===== config.mk =====
export PLATFORM = sky130hd
export DESIGN_NAME = serial_port_spi_clock_stop_mode
export DESIGN_NICKNAME = d
export VERILOG_FILES = /design/src/rtl/spi_stop_pkg.sv /design/src/rtl/serial_port_spi_clock_stop_mode.sv
export SDC_FILE = /design/constraint.sdc
export NUM_CORES = 1
export LEC_CHECK = 0
export BUFFER_PORTS_ARGS = -buffer_cell sky130_fd_sc_hd__clkbuf_2
export CAP_MARGIN = 20
export CORE_ASPECT_RATIO = 0.8
export CORE_MARGIN = 2
export CORE_UTILIZATION = 45
export DETAILED_ROUTE_END_ITERATION = 7
export SYNTH_ARGS = -nofsm -noshare
export SYNTH_HDL_FRONTEND = slang
export SYNTH_SLANG_ARGS = --single-unit

===== constraint.sdc =====
create_clock -name core_clk_in -period 8.7 [get_ports core_clk_in]
set_input_delay 2.175 -clock core_clk_in [delete_from_list [all_inputs] [get_ports core_clk_in]]
set_output_delay 2.175 -clock core_clk_in [all_outputs]
set_load 0.02 [all_outputs]

===== src/rtl/spi_stop_pkg.sv =====
package spi_stop_pkg;

  // ==========================================================
  // Bus and field widths
  localparam int ADDR_W = 4;
  localparam int DATA_W = 16;
  localparam int DIV_W  = 8;
  localparam int CNT_W  = 9;
  localparam int NPINS  = 6;

  // ==========================================================
  // Register offsets
  localparam logic [ADDR_W-1:0] ADDR_CTRL     = 4'h0;
  localparam logic [ADDR_W-1:0] ADDR_DIV      = 4'h1;
  localparam logic [ADDR_W-1:0] ADDR_TXDATA   = 4'h2;
  localparam logic [ADDR_W-1:0] ADDR_RXDATA   = 4'h3;
  localparam logic [ADDR_W-1:0] ADDR_STATUS   = 4'h4;
  localparam logic [ADDR_W-1:0] ADDR_GPIO_SEL = 4'h5;
  localparam logic [ADDR_W-1:0] ADDR_GPIO_DIR = 4'h6;
  localparam logic [ADDR_W-1:0] ADDR_GPIO_OUT = 4'h7;
  localparam logic [ADDR_W-1:0] ADDR_GPIO_IN  = 4'h8;

  // ==========================================================
  // Pin positions in the pin vectors
  localparam int PIN_RCLK = 0;
  localparam int PIN_RFS  = 1;
  localparam int PIN_RDAT = 2;
  localparam int PIN_XCLK = 3;
  localparam int PIN_XFS  = 4;
  localparam int PIN_XDAT = 5;
  localparam logic [NPINS-1:0] INPUT_MASK  = 6'h1F;
  localparam logic [NPINS-1:0] OUTPUT_MASK = 6'h3B;

  // ==========================================================
  // Reset values and codes
  localparam logic [DIV_W-1:0] DIV_RESET  = 8'h01;
  localparam logic [NPINS-1:0] PINS_RESET = 6'h00;
  localparam logic [1:0]       STOP_LAUNCH_FALL_BIT = 2'h1;

  // Control register layout
  typedef struct packed {
    logic       sample_clock_source_select;
    logic       rx_sync_direction;
    logic       tx_sync_direction;
    logic       rx_clock_direction;
    logic       tx_clock_direction;
    logic       rx_sync_polarity;
    logic       tx_sync_polarity;
    logic       rx_clock_polarity;
    logic       tx_clock_polarity;
    logic [1:0] clock_stop_mode_field;
    logic       enable;
  } ctrl_t;

  localparam ctrl_t CTRL_RESET = 12'h000;

  // Status register layout
  typedef struct packed {
    logic underrun;
    logic overrun;
    logic tx_empty;
    logic tx_ready;
    logic rx_full;
    logic busy;
  } status_t;

  // Master sequencer states
  typedef enum logic [3:0] {
    M_IDLE  = 4'h1,
    M_LEAD  = 4'h2,
    M_SHIFT = 4'h4,
    M_TAIL  = 4'h8
  } mstate_t;

endpackage


===== src/rtl/serial_port_spi_clock_stop_mode.sv =====
`timescale 1ns/1ps
`default_nettype none

// ============================================================
// Word FIFO between register write and shifter
module tx_word_fifo #(
  parameter int WIDTH = 16,
  parameter int DEPTH = 4
) (
  input  wire logic             clk_in,      // Core clock
  input  wire logic             rst_n_in,    // Async reset
  input  wire logic             wr_valid_in, // Word offered
  output logic                  wr_ready_out, // Room left
  input  wire logic [WIDTH-1:0] wr_data_in,  // Word in
  output logic                  rd_valid_out, // Word held
  input  wire logic             rd_ready_in, // Word taken
  output logic      [WIDTH-1:0] rd_data_out  // Head word
);
  localparam int PTR_W = (DEPTH > 1) ? $clog2(DEPTH) : 1;
  localparam int CNT_W = $clog2(DEPTH + 1);
  localparam logic [CNT_W-1:0] FULL_CNT = CNT_W'(DEPTH);
  localparam logic [PTR_W-1:0] LAST_PTR = PTR_W'(DEPTH - 1);

  logic [WIDTH-1:0] mem [DEPTH];
  logic [PTR_W-1:0] wr_ptr;
  logic [PTR_W-1:0] rd_ptr;
  logic [CNT_W-1:0] count;
  logic             do_wr;
  logic             do_rd;

  // Handshakes
  assign wr_ready_out = (count != FULL_CNT);
  assign rd_valid_out = (count != '0);
  assign rd_data_out  = mem[rd_ptr];
  assign do_wr        = wr_valid_in & wr_ready_out;
  assign do_rd        = rd_ready_in & rd_valid_out;

  // Storage
  always_ff @(posedge clk_in) begin
    if (do_wr) begin
      mem[wr_ptr] <= wr_data_in;
    end
  end

  // Pointers and fill count
  always_ff @(posedge clk_in or negedge rst_n_in) begin
    if (!rst_n_in) begin
      wr_ptr <= '0;
      rd_ptr <= '0;
      count  <= '0;
    end else begin
      if (do_wr) begin
        wr_ptr <= (wr_ptr == LAST_PTR) ? '0 : wr_ptr + 1'b1;
      end
      if (do_rd) begin
        rd_ptr <= (rd_ptr == LAST_PTR) ? '0 : rd_ptr + 1'b1;
      end
      if (do_wr && !do_rd) begin
        count <= count + 1'b1;
      end else if (do_rd && !do_wr) begin
        count <= count - 1'b1;
      end
    end
  end
endmodule

// ============================================================
// Clock-stop serial port with pin reuse as general I/O
// Function
// (RQ1) GPIO inputs: clocks, syncs, receive data.
// (RQ2) GPIO outputs: all pins except receive data.
// (RQ3) GPIO updates and samples on core clock rise.
// (RQ4) Bit period is divide plus one cycles; a divide of 0 gives 2 cycles.
// (RQ5) Low phase: half period, divide/2 if even.
// (RQ6) High phase: half period, divide/2+1 if even.
// (RQ7) Slave modes need sample clock at half core clock.
// (RQ8) Master inverts transmit sync to active-low enable.
// (RQ9) Slave inverts active-low select inputs.
// (RQ10) Master: transmit clock, sync internal; receive external.
// (RQ11) Slave: all clock and sync pins external.
// (RQ12) Enable low before first rise starting transfer.
// (RQ13) Mode 10b: launch on rise, capture on fall.
// (RQ14) Mode 11b: launch on fall, capture on rise.
// (RQ15) Enable lead: low phase in 10b, period in 11b.
// (RQ16) Master releases data after last bit, from a fall.
// (RQ17) Slave releases data when select deasserts.
// (RQ18) Slave drives data soon after select, no clock.
// (RQ19) Bit clock idles except while a word shifts.
module serial_port_spi_clock_stop_mode #(
  parameter int WORD_W     = 16,
  parameter int FIFO_DEPTH = 4
) (
  input  wire logic                        core_clk_in,  // Core clock
  input  wire logic                        rst_n_in,     // Async reset
  input  wire logic [spi_stop_pkg::ADDR_W-1:0] addr_in,  // Reg address
  input  wire logic [spi_stop_pkg::DATA_W-1:0] wdata_in, // Write data
  input  wire logic                        wr_in,        // Write strobe
  input  wire logic                        rd_in,        // Read strobe
  output logic [spi_stop_pkg::DATA_W-1:0]  rdata_out,    // Read data
  output logic                             tx_ready_out, // FIFO room
  output logic                             busy_out,     // Transfer on
  input  wire logic                        rx_bit_clock_pin_in,
  output logic                             rx_bit_clock_pin_out,
  output logic                             rx_bit_clock_pin_oe,
  input  wire logic                        rx_frame_sync_pin_in,
  output logic                             rx_frame_sync_pin_out,
  output logic                             rx_frame_sync_pin_oe,
  input  wire logic                        tx_bit_clock_pin_in,
  output logic                             tx_bit_clock_pin_out,
  output logic                             tx_bit_clock_pin_oe,
  input  wire logic                        tx_frame_sync_pin_in,
  output logic                             tx_frame_sync_pin_out,
  output logic                             tx_frame_sync_pin_oe,
  input  wire logic                        serial_data_in_pin_in,
  output logic                             serial_data_out_pin_out,
  output logic                             serial_data_out_pin_oe
);
  import spi_stop_pkg::*;

  localparam int BIT_W = $clog2(WORD_W + 1);
  localparam logic [BIT_W-1:0] BITS_ALL  = BIT_W'(WORD_W);
  localparam logic [BIT_W-1:0] BITS_LAST = BIT_W'(WORD_W - 1);

  // ==========================================================
  // Phase lengths in core cycles
  function automatic logic [CNT_W-1:0] low_len(
    input logic [DIV_W-1:0] dv
  );
    logic [CNT_W-1:0] w;
    w = {1'b0, dv};
    if (dv == '0) begin
      low_len = CNT_W'(1);
    end else if (dv[0]) begin
      low_len = (w + 1'b1) >> 1;
    end else begin
      low_len = w >> 1;
    end
  endfunction

  function automatic logic [CNT_W-1:0] high_len(
    input logic [DIV_W-1:0] dv
  );
    logic [CNT_W-1:0] w;
    w = {1'b0, dv};
    if (dv == '0) begin
      high_len = CNT_W'(1);
    end else if (dv[0]) begin
      high_len = (w + 1'b1) >> 1;
    end else begin
      high_len = (w >> 1) + 1'b1;
    end
  endfunction

  // ==========================================================
  // Declarations
  ctrl_t              ctrl;
  logic [DIV_W-1:0]   div;
  logic [NPINS-1:0]   gpio_sel, gpio_dir, gpio_out, pin_raw;
  logic [NPINS-1:0]   sync1, sync2, sync3, clean;
  logic [NPINS-1:0]   func_out, func_oe, pin_out, pin_oe;
  mstate_t            mstate;
  logic [CNT_W-1:0]   cnt, lo_cycles, hi_cycles, lead_cycles;
  logic               clk_int, sel_int, ext_clk, ext_clk_prev;
  logic               sel_act, sel_prev;
  logic [WORD_W-1:0]  sreg, rsh, next_rx, rx_data;
  logic [BIT_W-1:0]   bitcnt;
  logic               den, rx_full, overrun, underrun;
  logic               run, is_master, mode11, m_start, s_start;
  logic               m_rise, m_fall, m_done, rise, fall;
  logic               launch, capture, done_now;
  logic               fifo_wr, fifo_ready, fifo_valid, fifo_pop;
  logic [WORD_W-1:0]  fifo_data;
  status_t            status;

  // ==========================================================
  // Pin input synchronisers, three stages each
  assign pin_raw = {1'b0, tx_frame_sync_pin_in, tx_bit_clock_pin_in,
                    serial_data_in_pin_in, rx_frame_sync_pin_in,
                    rx_bit_clock_pin_in};

  generate
    for (genvar g = 0; g < NPINS; g++) begin : g_sync
      // Stage chain, value accepted once stages two and three agree
      always_ff @(posedge core_clk_in or negedge rst_n_in) begin
        if (!rst_n_in) begin
          sync1[g] <= 1'b0;
          sync2[g] <= 1'b0;
          sync3[g] <= 1'b0;
          clean[g] <= 1'b0;
        end else begin
          sync1[g] <= pin_raw[g];
          sync2[g] <= sync1[g];
          sync3[g] <= sync2[g];
          if (sync2[g] == sync3[g]) begin
            clean[g] <= sync3[g]; // RQ3
          end
        end
      end
    end
  endgenerate

  // ==========================================================
  // Mode decode
  assign run       = ctrl.enable & ctrl.clock_stop_mode_field[1];
  assign is_master = ctrl.tx_clock_direction; // RQ10
  assign mode11    = ctrl.clock_stop_mode_field[0] ==
                     STOP_LAUNCH_FALL_BIT[0];
  assign lo_cycles = low_len(div); // RQ5
  assign hi_cycles = high_len(div); // RQ6
  assign lead_cycles = mode11 ? (lo_cycles + hi_cycles) : lo_cycles; // RQ15

  // External clock level and active-high select
  assign ext_clk = clean[PIN_XCLK] ^ ctrl.tx_clock_polarity;
  assign sel_act = clean[PIN_XFS] ^ ctrl.tx_sync_polarity;   // RQ9

  // Edge history for slave use
  always_ff @(posedge core_clk_in or negedge rst_n_in) begin
    if (!rst_n_in) begin
      ext_clk_prev <= 1'b0;
      sel_prev     <= 1'b0;
    end else begin
      ext_clk_prev <= ext_clk;
      sel_prev     <= sel_act;
    end
  end

  // ==========================================================
  // Start and edge events
  assign m_start = run & is_master & (mstate == M_IDLE) & fifo_valid;
  assign s_start = run & ~is_master & sel_act & ~sel_prev;   // RQ11
  assign fifo_pop = m_start | s_start;
  assign m_done  = (bitcnt == BITS_ALL) & (~den | ~mode11);
  assign m_rise  = ((mstate == M_LEAD) && (cnt == '0)) ||
                   ((mstate == M_SHIFT) && (cnt == '0) &&
                    !clk_int && !m_done);                    // RQ12
  assign m_fall  = (mstate == M_SHIFT) && (cnt == '0) && clk_int;
  assign rise    = is_master ? m_rise
                   : (run & sel_act & ext_clk & ~ext_clk_prev);
  assign fall    = is_master ? m_fall
                   : (run & sel_act & ~ext_clk & ext_clk_prev);
  assign launch  = mode11 ? fall : rise;                     // RQ13 RQ14
  assign capture = mode11 ? rise : fall;                     // RQ13 RQ14
  assign next_rx = {rsh[WORD_W-2:0], clean[PIN_RDAT]};
  assign done_now = capture && (bitcnt == BITS_LAST);

  // ==========================================================
  // Master sequencer: enable lead, clocking, tail
  always_ff @(posedge core_clk_in or negedge rst_n_in) begin
    if (!rst_n_in) begin
      mstate  <= M_IDLE;
      cnt     <= '0;
      clk_int <= 1'b0;
      sel_int <= 1'b0;
    end else if (!run || !is_master) begin
      mstate  <= M_IDLE;
      clk_int <= 1'b0;                                       // RQ19
      sel_int <= 1'b0;
    end else begin
      unique case (mstate)
        M_IDLE: begin
          clk_int <= 1'b0; // RQ19
          if (m_start) begin
            sel_int <= 1'b1; // RQ12
            cnt     <= lead_cycles - 1'b1; // RQ15
            mstate  <= M_LEAD;
          end
        end
        M_LEAD: begin
          if (cnt == '0) begin
            clk_int <= 1'b1;
            cnt     <= hi_cycles - 1'b1; // RQ6
            mstate  <= M_SHIFT;
          end else begin
            cnt <= cnt - 1'b1;
          end
        end
        M_SHIFT: begin
          if (cnt != '0) begin
            cnt <= cnt - 1'b1;
          end else if (clk_int) begin
            clk_int <= 1'b0;
            cnt     <= lo_cycles - 1'b1; // RQ5
          end else if (m_done) begin
            cnt    <= lo_cycles + hi_cycles - 1'b1; // RQ4
            mstate <= M_TAIL;
          end else begin
            clk_int <= 1'b1;
            cnt     <= hi_cycles - 1'b1; // RQ4
          end
        end
        M_TAIL: begin
          if (cnt == '0) begin
            sel_int <= 1'b0;
            mstate  <= M_IDLE;
          end else begin
            cnt <= cnt - 1'b1;
          end
        end
      endcase
    end
  end

  // ==========================================================
  // Shifters and data drive
  always_ff @(posedge core_clk_in or negedge rst_n_in) begin
    if (!rst_n_in) begin
      sreg   <= '0;
      rsh    <= '0;
      bitcnt <= '0;
      den    <= 1'b0;
    end else if (fifo_pop) begin
      sreg   <= fifo_valid ? fifo_data : '0;
      bitcnt <= '0;
      den    <= mode11 | ~is_master; // RQ18
    end else if (!is_master && (!sel_act || !run)) begin
      den <= 1'b0; // RQ17
    end else begin
      if (launch) begin
        if (bitcnt == BITS_ALL) begin
          if (is_master) begin
            den <= 1'b0; // RQ16
          end
        end else begin
          den <= 1'b1; // RQ13
          if (bitcnt != '0) begin
            sreg <= sreg << 1; // RQ14
          end
        end
      end
      if (capture && (bitcnt != BITS_ALL)) begin
        rsh    <= next_rx;
        bitcnt <= bitcnt + 1'b1;
      end
      // 10b: release one low phase after the last fall
      if (is_master && (mstate == M_SHIFT) && (cnt == '0) &&
          !clk_int && m_done) begin
        den <= 1'b0; // RQ16
      end
    end
  end

  // Received word and sticky flags, set beats clear
  always_ff @(posedge core_clk_in or negedge rst_n_in) begin
    if (!rst_n_in) begin
      rx_data  <= '0;
      rx_full  <= 1'b0;
      overrun  <= 1'b0;
      underrun <= 1'b0;
    end else begin
      if (done_now) begin
        rx_data <= next_rx;
        rx_full <= 1'b1;
      end else if (rd_in && (addr_in == ADDR_RXDATA)) begin
        rx_full <= 1'b0;
      end
      if (done_now && rx_full) begin
        overrun <= 1'b1;
      end else if (rd_in && (addr_in == ADDR_STATUS)) begin
        overrun <= 1'b0;
      end
      if (s_start && !fifo_valid) begin
        underrun <= 1'b1;
      end else if (rd_in && (addr_in == ADDR_STATUS)) begin
        underrun <= 1'b0;
      end
    end
  end

  // ==========================================================
  // Transmit FIFO
  assign fifo_wr = wr_in & (addr_in == ADDR_TXDATA);

  tx_word_fifo #(
    .WIDTH (WORD_W),
    .DEPTH (FIFO_DEPTH)
  ) u_tx_fifo (
    .clk_in       (core_clk_in),
    .rst_n_in     (rst_n_in),
    .wr_valid_in  (fifo_wr),
    .wr_ready_out (fifo_ready),
    .wr_data_in   (wdata_in[WORD_W-1:0]),
    .rd_valid_out (fifo_valid),
    .rd_ready_in  (fifo_pop),
    .rd_data_out  (fifo_data)
  );

  // ==========================================================
  // Pin functions in serial use
  always_comb begin
    func_out           = '0;
    func_oe            = '0;
    func_out[PIN_RCLK] = clk_int ^ ctrl.rx_clock_polarity;
    func_out[PIN_RFS]  = sel_int ^ ctrl.rx_sync_polarity;
    func_out[PIN_XCLK] = clk_int ^ ctrl.tx_clock_polarity;
    func_out[PIN_XFS]  = sel_int ^ ctrl.tx_sync_polarity;    // RQ8
    func_out[PIN_XDAT] = sreg[WORD_W-1];
    func_oe[PIN_RCLK]  = run & ctrl.rx_clock_direction;
    func_oe[PIN_RFS]   = run & ctrl.rx_sync_direction;
    func_oe[PIN_XCLK]  = run & ctrl.tx_clock_direction;
    func_oe[PIN_XFS]   = run & ctrl.tx_sync_direction;
    func_oe[PIN_XDAT]  = den;
  end

  // Registered pin drive, general I/O overrides serial use
  generate
    for (genvar p = 0; p < NPINS; p++) begin : g_pin
      always_ff @(posedge core_clk_in or negedge rst_n_in) begin
        if (!rst_n_in) begin
          pin_out[p] <= 1'b0;
          pin_oe[p]  <= 1'b0;
        end else begin
          pin_out[p] <= gpio_sel[p] ? gpio_out[p] : func_out[p]; // RQ3
          pin_oe[p]  <= OUTPUT_MASK[p] &
                        (gpio_sel[p] ? gpio_dir[p] : func_oe[p]); // RQ2
        end
      end
    end
  endgenerate

  assign rx_bit_clock_pin_out    = pin_out[PIN_RCLK];
  assign rx_bit_clock_pin_oe     = pin_oe[PIN_RCLK];
  assign rx_frame_sync_pin_out   = pin_out[PIN_RFS];
  assign rx_frame_sync_pin_oe    = pin_oe[PIN_RFS];
  assign tx_bit_clock_pin_out    = pin_out[PIN_XCLK];
  assign tx_bit_clock_pin_oe     = pin_oe[PIN_XCLK];
  assign tx_frame_sync_pin_out   = pin_out[PIN_XFS];
  assign tx_frame_sync_pin_oe    = pin_oe[PIN_XFS];
  assign serial_data_out_pin_out = pin_out[PIN_XDAT];
  assign serial_data_out_pin_oe  = pin_oe[PIN_XDAT];

  // ==========================================================
  // Register writes
  always_ff @(posedge core_clk_in or negedge rst_n_in) begin
    if (!rst_n_in) begin
      ctrl     <= CTRL_RESET;
      div      <= DIV_RESET;
      gpio_sel <= PINS_RESET;
      gpio_dir <= PINS_RESET;
      gpio_out <= PINS_RESET;
    end else if (wr_in) begin
      unique case (addr_in)
        ADDR_CTRL:     ctrl     <= wdata_in[$bits(ctrl_t)-1:0];
        ADDR_DIV:      div      <= wdata_in[DIV_W-1:0];
        ADDR_GPIO_SEL: gpio_sel <= wdata_in[NPINS-1:0];
        ADDR_GPIO_DIR: gpio_dir <= wdata_in[NPINS-1:0];
        ADDR_GPIO_OUT: gpio_out <= wdata_in[NPINS-1:0];
        default: begin
        end
      endcase
    end
  end

  // Status view
  assign busy_out     = (mstate != M_IDLE) | (run & ~is_master & sel_act);
  assign tx_ready_out = fifo_ready;
  assign status = '{underrun: underrun, overrun: overrun,
                    tx_empty: ~fifo_valid, tx_ready: fifo_ready,
                    rx_full: rx_full, busy: busy_out};

  // Read data, valid only in the cycle after the strobe
  always_ff @(posedge core_clk_in or negedge rst_n_in) begin
    if (!rst_n_in) begin
      rdata_out <= '0;
    end else if (rd_in) begin
      unique case (addr_in)
        ADDR_CTRL:     rdata_out <= DATA_W'(ctrl);
        ADDR_DIV:      rdata_out <= DATA_W'(div);
        ADDR_RXDATA:   rdata_out <= DATA_W'(rx_data);
        ADDR_STATUS:   rdata_out <= DATA_W'(status);
        ADDR_GPIO_SEL: rdata_out <= DATA_W'(gpio_sel);
        ADDR_GPIO_DIR: rdata_out <= DATA_W'(gpio_dir);
        ADDR_GPIO_OUT: rdata_out <= DATA_W'(gpio_out);
        ADDR_GPIO_IN:  rdata_out <= DATA_W'(clean & INPUT_MASK); // RQ1
        default:       rdata_out <= '0;
      endcase
    end else begin
      rdata_out <= '0;
    end
  end

endmodule

`default_nettype wire


==> flow_metrics.tcl, run 1 <==
set metrics [dict create \
    cp_slowest_cell "dfstp_2" \
    wl_per_cell_microns 19.61 \
    switching_share_pct 35.29 \
    grt_busiest_layer "met1" \
    drc 0 \
    r2r_end "cnt[5]" \
    fin_crit_sh_pct 51.07 \
    ir_worst_vdd_mv 0.1426 \
    period_needed_ps 4443 \
    synthFlopType "dfrtp_1" \
    crit_fanout 9 \
    synth.avg_cell_area_sq_um 11.08 \
    fillers 2206 \
    synth_cell_types 72 \
    yosys.area.top_type_share_pct 35.79 \
    leakagePower_nw 5.302 \
    criticalPathCategory "register to output pin" \
    first_pass_iters 5 \
    p_seq_share_pct 40.2 \
    first_iter_violations 767 \
    grt_start_max_net_pins 62 \
    ys_ff_latch 228 \
    r2r_slack_ps 4400 \
    slew_headroom_pct 35.78 \
    die_h_microns 145.9 \
    report.final.slew_viol_count 0 \
    ys_seq_area_share_pct 53.21 \
    pwr-share-comb_pct 32.0 \
    viasPerCell 5.630 \
    clock_skew_ps 22.96 \
    rsz0062_at_grt "no" \
    post_cts_resized 0 \
    vias 7871 \
    hold_slack_ps 345.4 \
    io_pins 57 \
    drt-total-wl_mm 27.41 \
    gp_congestion 0.9281 \
    cts_buffers 23 \
    synthesis.nets 1079 \
    drive_gt1_share_pct 18.98 \
    hold_viol_final 0 \
    crit_chain "nor4b_1 -> nand2_1 -> clkbuf_2" \
    arrival_ps 2270 \
    antenna_left 0 \
    post-cts-setup-buffers 0 \
    die_area_sq_um 26470 \
    place_hpwl_mm 19.62 \
    critical_path_required_ps 6530 \
    drv_cap 0 \
    cts.htree.levels 1 \
    grt_util_met2_pct 29.50 \
    startpoint "mstate[0]" \
    setup_viol 0 \
    antenna_found_initial 0 \
    syn_inst 1022 \
    power_density_nw_per_um2 284.6 \
    grt_pass1_wl_mm 43.35 \
    synth_area_sq_um 11330 \
    internal_power_mw 2.331 \
    layout_commonest_cell "dfrtp_1" \
    cts_tree "done" \
    cts.sinks 228 \
    cts_root_buf "clkbuf_16" \
    initial_core_util_pct 46.23 \
    crit_end "busy_out" \
    hp-class "register to register" \
    rows 51 \
    die_x_microns 181.4 \
    grt_pass1_vias 7552 \
    layout_common_cells "dfrtp_1, nand2_1, nor2_1, mux2_2, edfxtp_1" \
    outcome "finished clean" \
    reg2reg_from "div[0]" \
    switchingPower_mw 1.271 \
    async_reset_ff_share_pct 71.93 \
    synth_edf_count 64 \
    port_buffers 56 \
    regArea_sq_um 6028 \
    grt_util_met1_pct 33.54 \
    cpPeakStageDelay_ps 610 \
    setup_tns_ps 0 \
    tightest_slew_ps 959.7 \
    syn_to_final_growth_pct 11.72 \
    end_kind "output pin" \
    p_clk_share_pct 27.8 \
    yosysTopAreaCell "dfrtp_1" \
    multiInputGateArea_sq_um 4974 \
    overflow 0 \
    cts_max_path_buffers 3 \
    n_antenna_cell 0 \
    r2r_cells 13 \
    max_freq_mhz 225.1 \
    synth_area_leaders "dfrtp_1, edfxtp_1, mux2_2" \
    postCtsHoldBufs 0 \
    grt_usage_pct 20.83 \
    clk_pin_slew_ps 60 \
    core_sq_um 24500 \
    yosysWarnings 0 \
    clk_latency_ps 530 \
    nets 1120 \
    met3_usage_pct 3.979 \
    start_kind "register" \
]
[cell usage after synthesis, types with 23 or more instances]
cell type / n
nor2_1: 80
o21ai_0: 45
ha_1: 26
a21oi_1: 45
xnor2_1: 36
dfrtp_1: 162
nand2_1: 143
nand3_1: 23
clkbuf_1: 37
inv_1: 30
mux2_2: 68
edfxtp_1: 64
[sequential cells by signal (all words and copies together) (netlist names), 2 cells and up]
name and count:
u_tx_fifo.mem 64, rdata_out 16, rx_data 16, sreg 16, rsh 15, ctrl 11, cnt 9, div 8
gpio_dir 6, gpio_out 6, gpio_sel 6, bitcnt 5, clean 5, sync1 5, sync2 5, sync3 5
mstate 4, u_tx_fifo.count 3, u_tx_fifo.rd_ptr 2, u_tx_fifo.wr_ptr 2
[per-layer routing]
metal	vias up	share of wire, %
li1	3743	-
met1	3880	50
met2	227	42
met3	21	6.4
met4	0	1.0
met5	-	0
[metrics by stage]
step,power [mW],utilization (%),cell area [sq um],cells,setup WS (ps)
3_5_place_dp,2.591,48.40,11860,1354,4186
5_1_grt,3.817,51.65,12660,1398,4070
4_1_cts,3.597,51.53,12630,1396,4240
2_1_floorplan,2.257,-,11330,1022,4789
3_3_place_gp,2.581,48.40,11860,1354,4253
6_report,3.602,51.65,12660,1398,4257
[power groups by stage]
| stage | clock (mW) | sequential [mW] | combinational, mW |
|---|---|---|---|
| finish | 1.00 | 1.45 | 1.15 |
| global route | 1.07 | 1.47 | 1.28 |
| CTS | 1.02 | 1.46 | 1.12 |
| detailed placement | 0 | 1.47 | 1.12 |
| global placement | 0 | 1.47 | 1.11 |
| floorplan | 0 | 1.39 | 0.864 |
[cells by family (layout without fill, tap and decap cells)]
logic type / after synthesis / count (layout) / synth area share (%)
flip-flops: 228 / 228 / 53.21
adder cells (fa/ha/maj): 33 / 33 / 3.667
AND/OR/NAND/NOR: 354 / 354 / 14.68
buffers and inverters: 81 / 139 / 2.916
AO/OA/AOI/OAI: 178 / 178 / 10.07
multiplexers: 94 / 94 / 11.16
XOR/XNOR: 54 / 54 / 4.296
[worst max-delay path: cells and delay by family, from the launching register on]
kind	cells	cell delay, ps
and+or+nand+nor	2	900
buffers and inverters	1	250
DFF	1	610
[area by class of cell]
class	instances	area share, %
sequential	228	47.63
timing repair buffer	65	2.916
tap	318	3.144
multi-input combinational	713	39.30
inverter	32	0.9590
clock inverter	12	1.058
clock buffer	30	4.993
[worst min-delay path by stage]
stage             start        to  slack, ps  cells past startpoint
3_5_place_dp   sync1[2]  sync2[2]        330                      0
3_3_place_gp   sync1[2]  sync2[2]        330                      0
6_report       sync1[2]  sync2[2]        350                      0
5_1_grt        sync1[2]  sync2[2]        350                      0
4_1_cts        sync1[2]  sync2[2]        350                      0
2_1_floorplan  sync1[0]  sync2[0]        330                      0
(Power assumes the default switching activity.)
==> inputs of run 2 (changes only) <==
==> constraint.sdc (replaced) <==
create_clock -name core_clk_in -period 4.5 [get_ports core_clk_in]
set_input_delay 1.125 -clock core_clk_in [delete_from_list [all_inputs] [get_ports core_clk_in]]
set_output_delay 1.125 -clock core_clk_in [all_outputs]
set_load 0.02 [all_outputs]
==> run 2 against run 1 <==
Clock power is 91% higher; utilization is 0.36 points higher; count of clock-buffer cells in the layout is 2 lower; sequential power is 92% higher; total power is 91% higher; combinational power is 90% higher.
==> flow_metrics.tcl, run 2 (synthesized netlist as in run 1, its figures left out) <==
set metrics [dict create \
    postCtsHoldBufs 0 \
    layout_commonest_cell "dfrtp_1" \
    period_needed_ps 4226 \
    max_freq_mhz 236.6 \
    outcome "finished clean" \
    place_hpwl_mm 19.53 \
    rows 51 \
    viasPerCell 5.575 \
    overflow 0 \
    drc 0 \
    critical_path_required_ps 4900 \
    grt_pass1_wl_mm 43.97 \
    die_area_sq_um 26470 \
    drt-total-wl_mm 27.26 \
    die_h_microns 145.9 \
    r2r_cells 13 \
    grt_pass1_vias 7581 \
    grt_usage_pct 21.07 \
    slew_headroom_pct 41.54 \
    nets 1132 \
    grt_start_max_net_pins 76 \
    post_cts_resized 0 \
    first_pass_iters 5 \
    post-cts-setup-buffers 0 \
    hold_depth 0 \
    fin_crit_sh_pct 93.91 \
    cts.sinks 228 \
    n_antenna_cell 0 \
    io_pins 57 \
    setup_tns_ps 0 \
    dpl_cell_area_sq_um 11980 \
    gp_congestion 0.9113 \
    antenna_found_initial 0 \
    clk_latency_ps 550 \
    tightest_slew_ps 876.9 \
    clk_pin_slew_ps 60 \
    top_register "u_tx_fifo.mem" \
    drive_gt1_share_pct 19.85 \
    cts_tree "done" \
    report.final.slew_viol_count 0 \
    leakagePower_nw 5.358 \
    ir_worst_vdd_mv 0.2813 \
    hp-class "register to register" \
    clock_skew_ps 38.89 \
    vias 7866 \
    fillers 2189 \
    cts_max_path_buffers 3 \
    drv_cap 0 \
    hold_viol_final 0 \
    dp_slack_ps 375.6 \
    antenna_left 0 \
    initial_core_util_pct 46.23 \
    cts.htree.levels 1 \
    end_kind "register" \
    power_density_nw_per_um2 539.5 \
    core_sq_um 24500 \
    start_kind "register" \
    die_x_microns 181.4 \
    syn_to_final_growth_pct 12.49 \
    port_buffers 56 \
    largest_reg_flops 64 \
    final_area_sq_um 12740 \
    final.setup.worst_slack_ps 274.2 \
    criticalPathCategory "register to register" \
    crit_fanout 14 \
    rsz0062_at_grt "no" \
    cts_root_buf "clkbuf_16" \
    setup_viol 0 \
    wl_per_cell_microns 19.32 \
    first_iter_violations 626 \
    arrival_ps 4630 \
    layout_common_cells "dfrtp_1, nand2_1, nor2_1, mux2_2, edfxtp_1" \
    cts_buffers 24 \
]
## run 2: final timing paths
check                         start                    end  slack (ps)
setup / recovery             div[0]                 cnt[5]         270
hold / removal             sync1[2]               sync2[2]         350
setup reg to reg             div[0]                 cnt[5]         270
hold reg to reg            sync1[2]               sync2[2]         350
max in group asynchronous  rst_n_in                 div[0]        3020
min in group asynchronous  rst_n_in  rx_frame_sync_pin_out         650
## run 2: final cells by class
| type | instances | area [sq um] | share of cell area [%] |
|---|---|---|---|
| Clock inverter | 16 | 150.1 | 1.178 |
| Sequential cell | 228 | 6028 | 47.30 |
| Clock buffer | 28 | 615.6 | 4.831 |
| Multi-Input combinational cell | 713 | 4974 | 39.03 |
| Timing Repair Buffer | 76 | 456.7 | 3.584 |
| Tap cell | 318 | 397.9 | 3.122 |
| Inverter | 32 | 121.4 | 0.9524 |
## run 2: through the flow
stage / cells / hold WS [ps] / power (mW) / util (%)
after floorplan: 1022 / 331.2 / 4.364 / -
after global placement: 1366 / 332.3 / 4.946 / 48.82
after detailed placement: 1367 / 336.5 / 4.979 / 48.88
after CTS: 1411 / 351.9 / 6.908 / 52.01
after global routing: 1411 / 341.6 / 7.320 / 52.01
final: 1411 / 347.1 / 6.876 / 52.01
## run 2: routing by layer
layer / track usage, % / part of all wire (%)
met3: 3.078 / 5.6
met4: 3.171 / 1.3
met2: 29.23 / 41
met1: 35.09 / 52
met5: 0 / 0
## run 2: report_power, final
group	switching, mW	internal (mW)
clock network	0.849	1.06
registers	0.341	2.44
logic	1.24	0.948
## run 2: critical path: stages, from the launching register on
cell and delay, ps:
dfstp_2 670, ha_1 300, nand4_1 200, xor2_1 420, inv_1 160, ha_1 410, a21o_1 210, a21oi_1 190
nand2_1 110, xnor2_1 460, a21o_1 270, nor3_1 70, or4_1 510, o31a_1 120
==> inputs of run 3 (changes only) <==
--- a/config.mk
+++ b/config.mk
@@ -9,8 +9,9 @@
 export CAP_MARGIN = 20
 export CORE_ASPECT_RATIO = 0.8
 export CORE_MARGIN = 2
-export CORE_UTILIZATION = 45
+export CORE_UTILIZATION = 60
 export DETAILED_ROUTE_END_ITERATION = 7
+export PLACE_DENSITY = 0.78
 export SYNTH_ARGS = -nofsm -noshare
 export SYNTH_HDL_FRONTEND = slang
 export SYNTH_SLANG_ARGS = --single-unit
==> run 3 against run 2 <==
Sequential share of layout area grew 0.21 points; wire length down 1.3%; count of clock-buffer cells in the layout up 2; setup slack improved by 150 ps; sequential power hardly changed.
==> flow_metrics.tcl, run 3 (synthesized netlist as in run 1, its figures left out) <==
set metrics [dict create \
    drive_gt1_share_pct 20.22 \
    die_area_sq_um 20000 \
    cts.htree.levels 1 \
    initial_core_util_pct 61.79 \
    vias 8229 \
    first_iter_violations 890 \
    postCtsHoldBufs 0 \
    setup_tns_ps 0 \
    top_register "u_tx_fifo.mem" \
    met3WireLength_mm 2.454 \
    grt_pass1_vias 7790 \
    arrival_ps 4480 \
    clk_latency_ps 520 \
    dp_slack_ps 512.7 \
    drt-total-wl_mm 26.90 \
    gp_congestion 0.9530 \
    viasPerCell 6.091 \
    wl_met1_mm 12.25 \
    hp-class "register to register" \
    syn_to_final_growth_pct 12.01 \
    rows 44 \
    place_hpwl_mm 18.89 \
    path_depth 14 \
    max_freq_mhz 245.1 \
    port_buffers 56 \
    largest_reg_flops 64 \
    drv_cap 0 \
    nets 1139 \
    n_antenna_cell 0 \
    r2r_slack_ps 420 \
    min-delay-start "sync1[0]" \
    rsz0062_at_grt "no" \
    cpPeakStageDelay_ps 500 \
    drc 0 \
    final.setup.worst_slack_ps 420.0 \
    r2r_end "cnt[5]" \
    slew_headroom_pct 36.65 \
    cts_root_buf "clkbuf_16" \
    setup_viol 0 \
    ir_worst_vdd_mv 0.3754 \
    grt_pass1_wl_mm 43.05 \
    grt_start_max_net_pins 94 \
    fin_crit_sh_pct 90.67 \
    wl_met2_mm 11.76 \
    cts_buffers 23 \
    top_layer "met4" \
    leakagePower_nw 5.380 \
    clock_skew_ps 18.79 \
    post_cts_resized 0 \
    hold_viol_final 0 \
    critPathBufInv 2 \
    crit_fanout 12 \
    clk_pin_slew_ps 60 \
    post-cts-setup-buffers 0 \
    cts_tree "done" \
    r2r_cells 14 \
    overflow 0 \
    criticalPathCategory "register to register" \
    power_mw 6.884 \
    wl_per_cell_microns 19.91 \
    period_needed_ps 4080 \
    layout_common_cells "dfrtp_1, nand2_1, nor2_1, mux2_2, edfxtp_1" \
    hold_slack_ps 349.2 \
    antenna_found_initial 0 \
    holdPathEnd "sync2[0]" \
    reg2reg_from "div[4]" \
    cts.sinks 228 \
    die_h_microns 126.9 \
    tightest_slew_ps 947.3 \
    grt_usage_pct 27.77 \
    first_pass_iters 5 \
    crit_family "simple AND/OR/NAND/NOR gates" \
    io_pins 57 \
    hold_depth 0 \
    fillers 1303 \
    antenna_left 0 \
    cts_max_path_buffers 3 \
    die_x_microns 157.6 \
    layout_commonest_cell "dfrtp_1" \
    start_kind "register" \
    startpoint "div[4]" \
    cp_slowest_cell "dfrtp_1" \
    power_density_nw_per_um2 542.5 \
    end_kind "register" \
    core_sq_um 18330 \
    critical_path_required_ps 4900 \
    report.final.slew_viol_count 0 \
    outcome "finished clean" \
    crit_chain "nor4_1 -> and3_1 -> nor2_1 -> inv_1 -> ha_1 -> inv_1 -> fa_1 -> xnor2_1 -> nor3b_1 -> a21oi_1 -> nor2_1 -> and3_1 -> or4_1 -> o31a_1" \
]
run 3: cell types whose count changed in the layout (fill, tap and decap cells not counted), sizes merged:
cell,before,now
inv,34,32
clkinvlp,2,3
buf,21,29
clkbuf,83,85
clkinv,11,7
run 3: how the worst max path moves through the flow:
| stage | endpoint | slack, ps |
|---|---|---|
| finish | cnt[5] | 420 |
| global route | cnt[8] | 40 |
| CTS | cnt[5] | 460 |
| detailed placement | cnt[5] | 510 |
| global placement | cnt[6] | 640 |
| floorplan | cnt[5] | 690 |
run 3: area by class of cell:
class	instances	area, sq um	area share, %
flip-flops and latches	228	6028	47.51
repair buffers	84	516.7	4.073
clock inverters	11	100.1	0.7889
well taps	253	316.6	2.495
multi-input cells	713	4974	39.20
clock buffers	30	631.9	4.980
inverters	32	121.4	0.9565
run 3: routing by layer:
metal  vias to the layer above  GRT usage, %
met4                         0         5.187
met3                        39         5.022
met1                      4048         44.75
met2                       351         39.95
met5                         -             0
li1                       3791             -
run 3: report_power, final:
part           switching, mW  internal (mW)
Combinational           1.32          0.973
Clock                  0.786           1.05
Sequential             0.310           2.44
Total                   2.42           4.47
run 3: stage by stage:
step                      util (%)  std cells  instance area (sq um)
after global routing         69.21       1351                  12690
final                        69.21       1351                  12690
after floorplan                  -       1022                  11330
after detailed placement     65.14       1309                  11940
after CTS                    69.13       1350                  12670
after global placement       65.14       1309                  11940
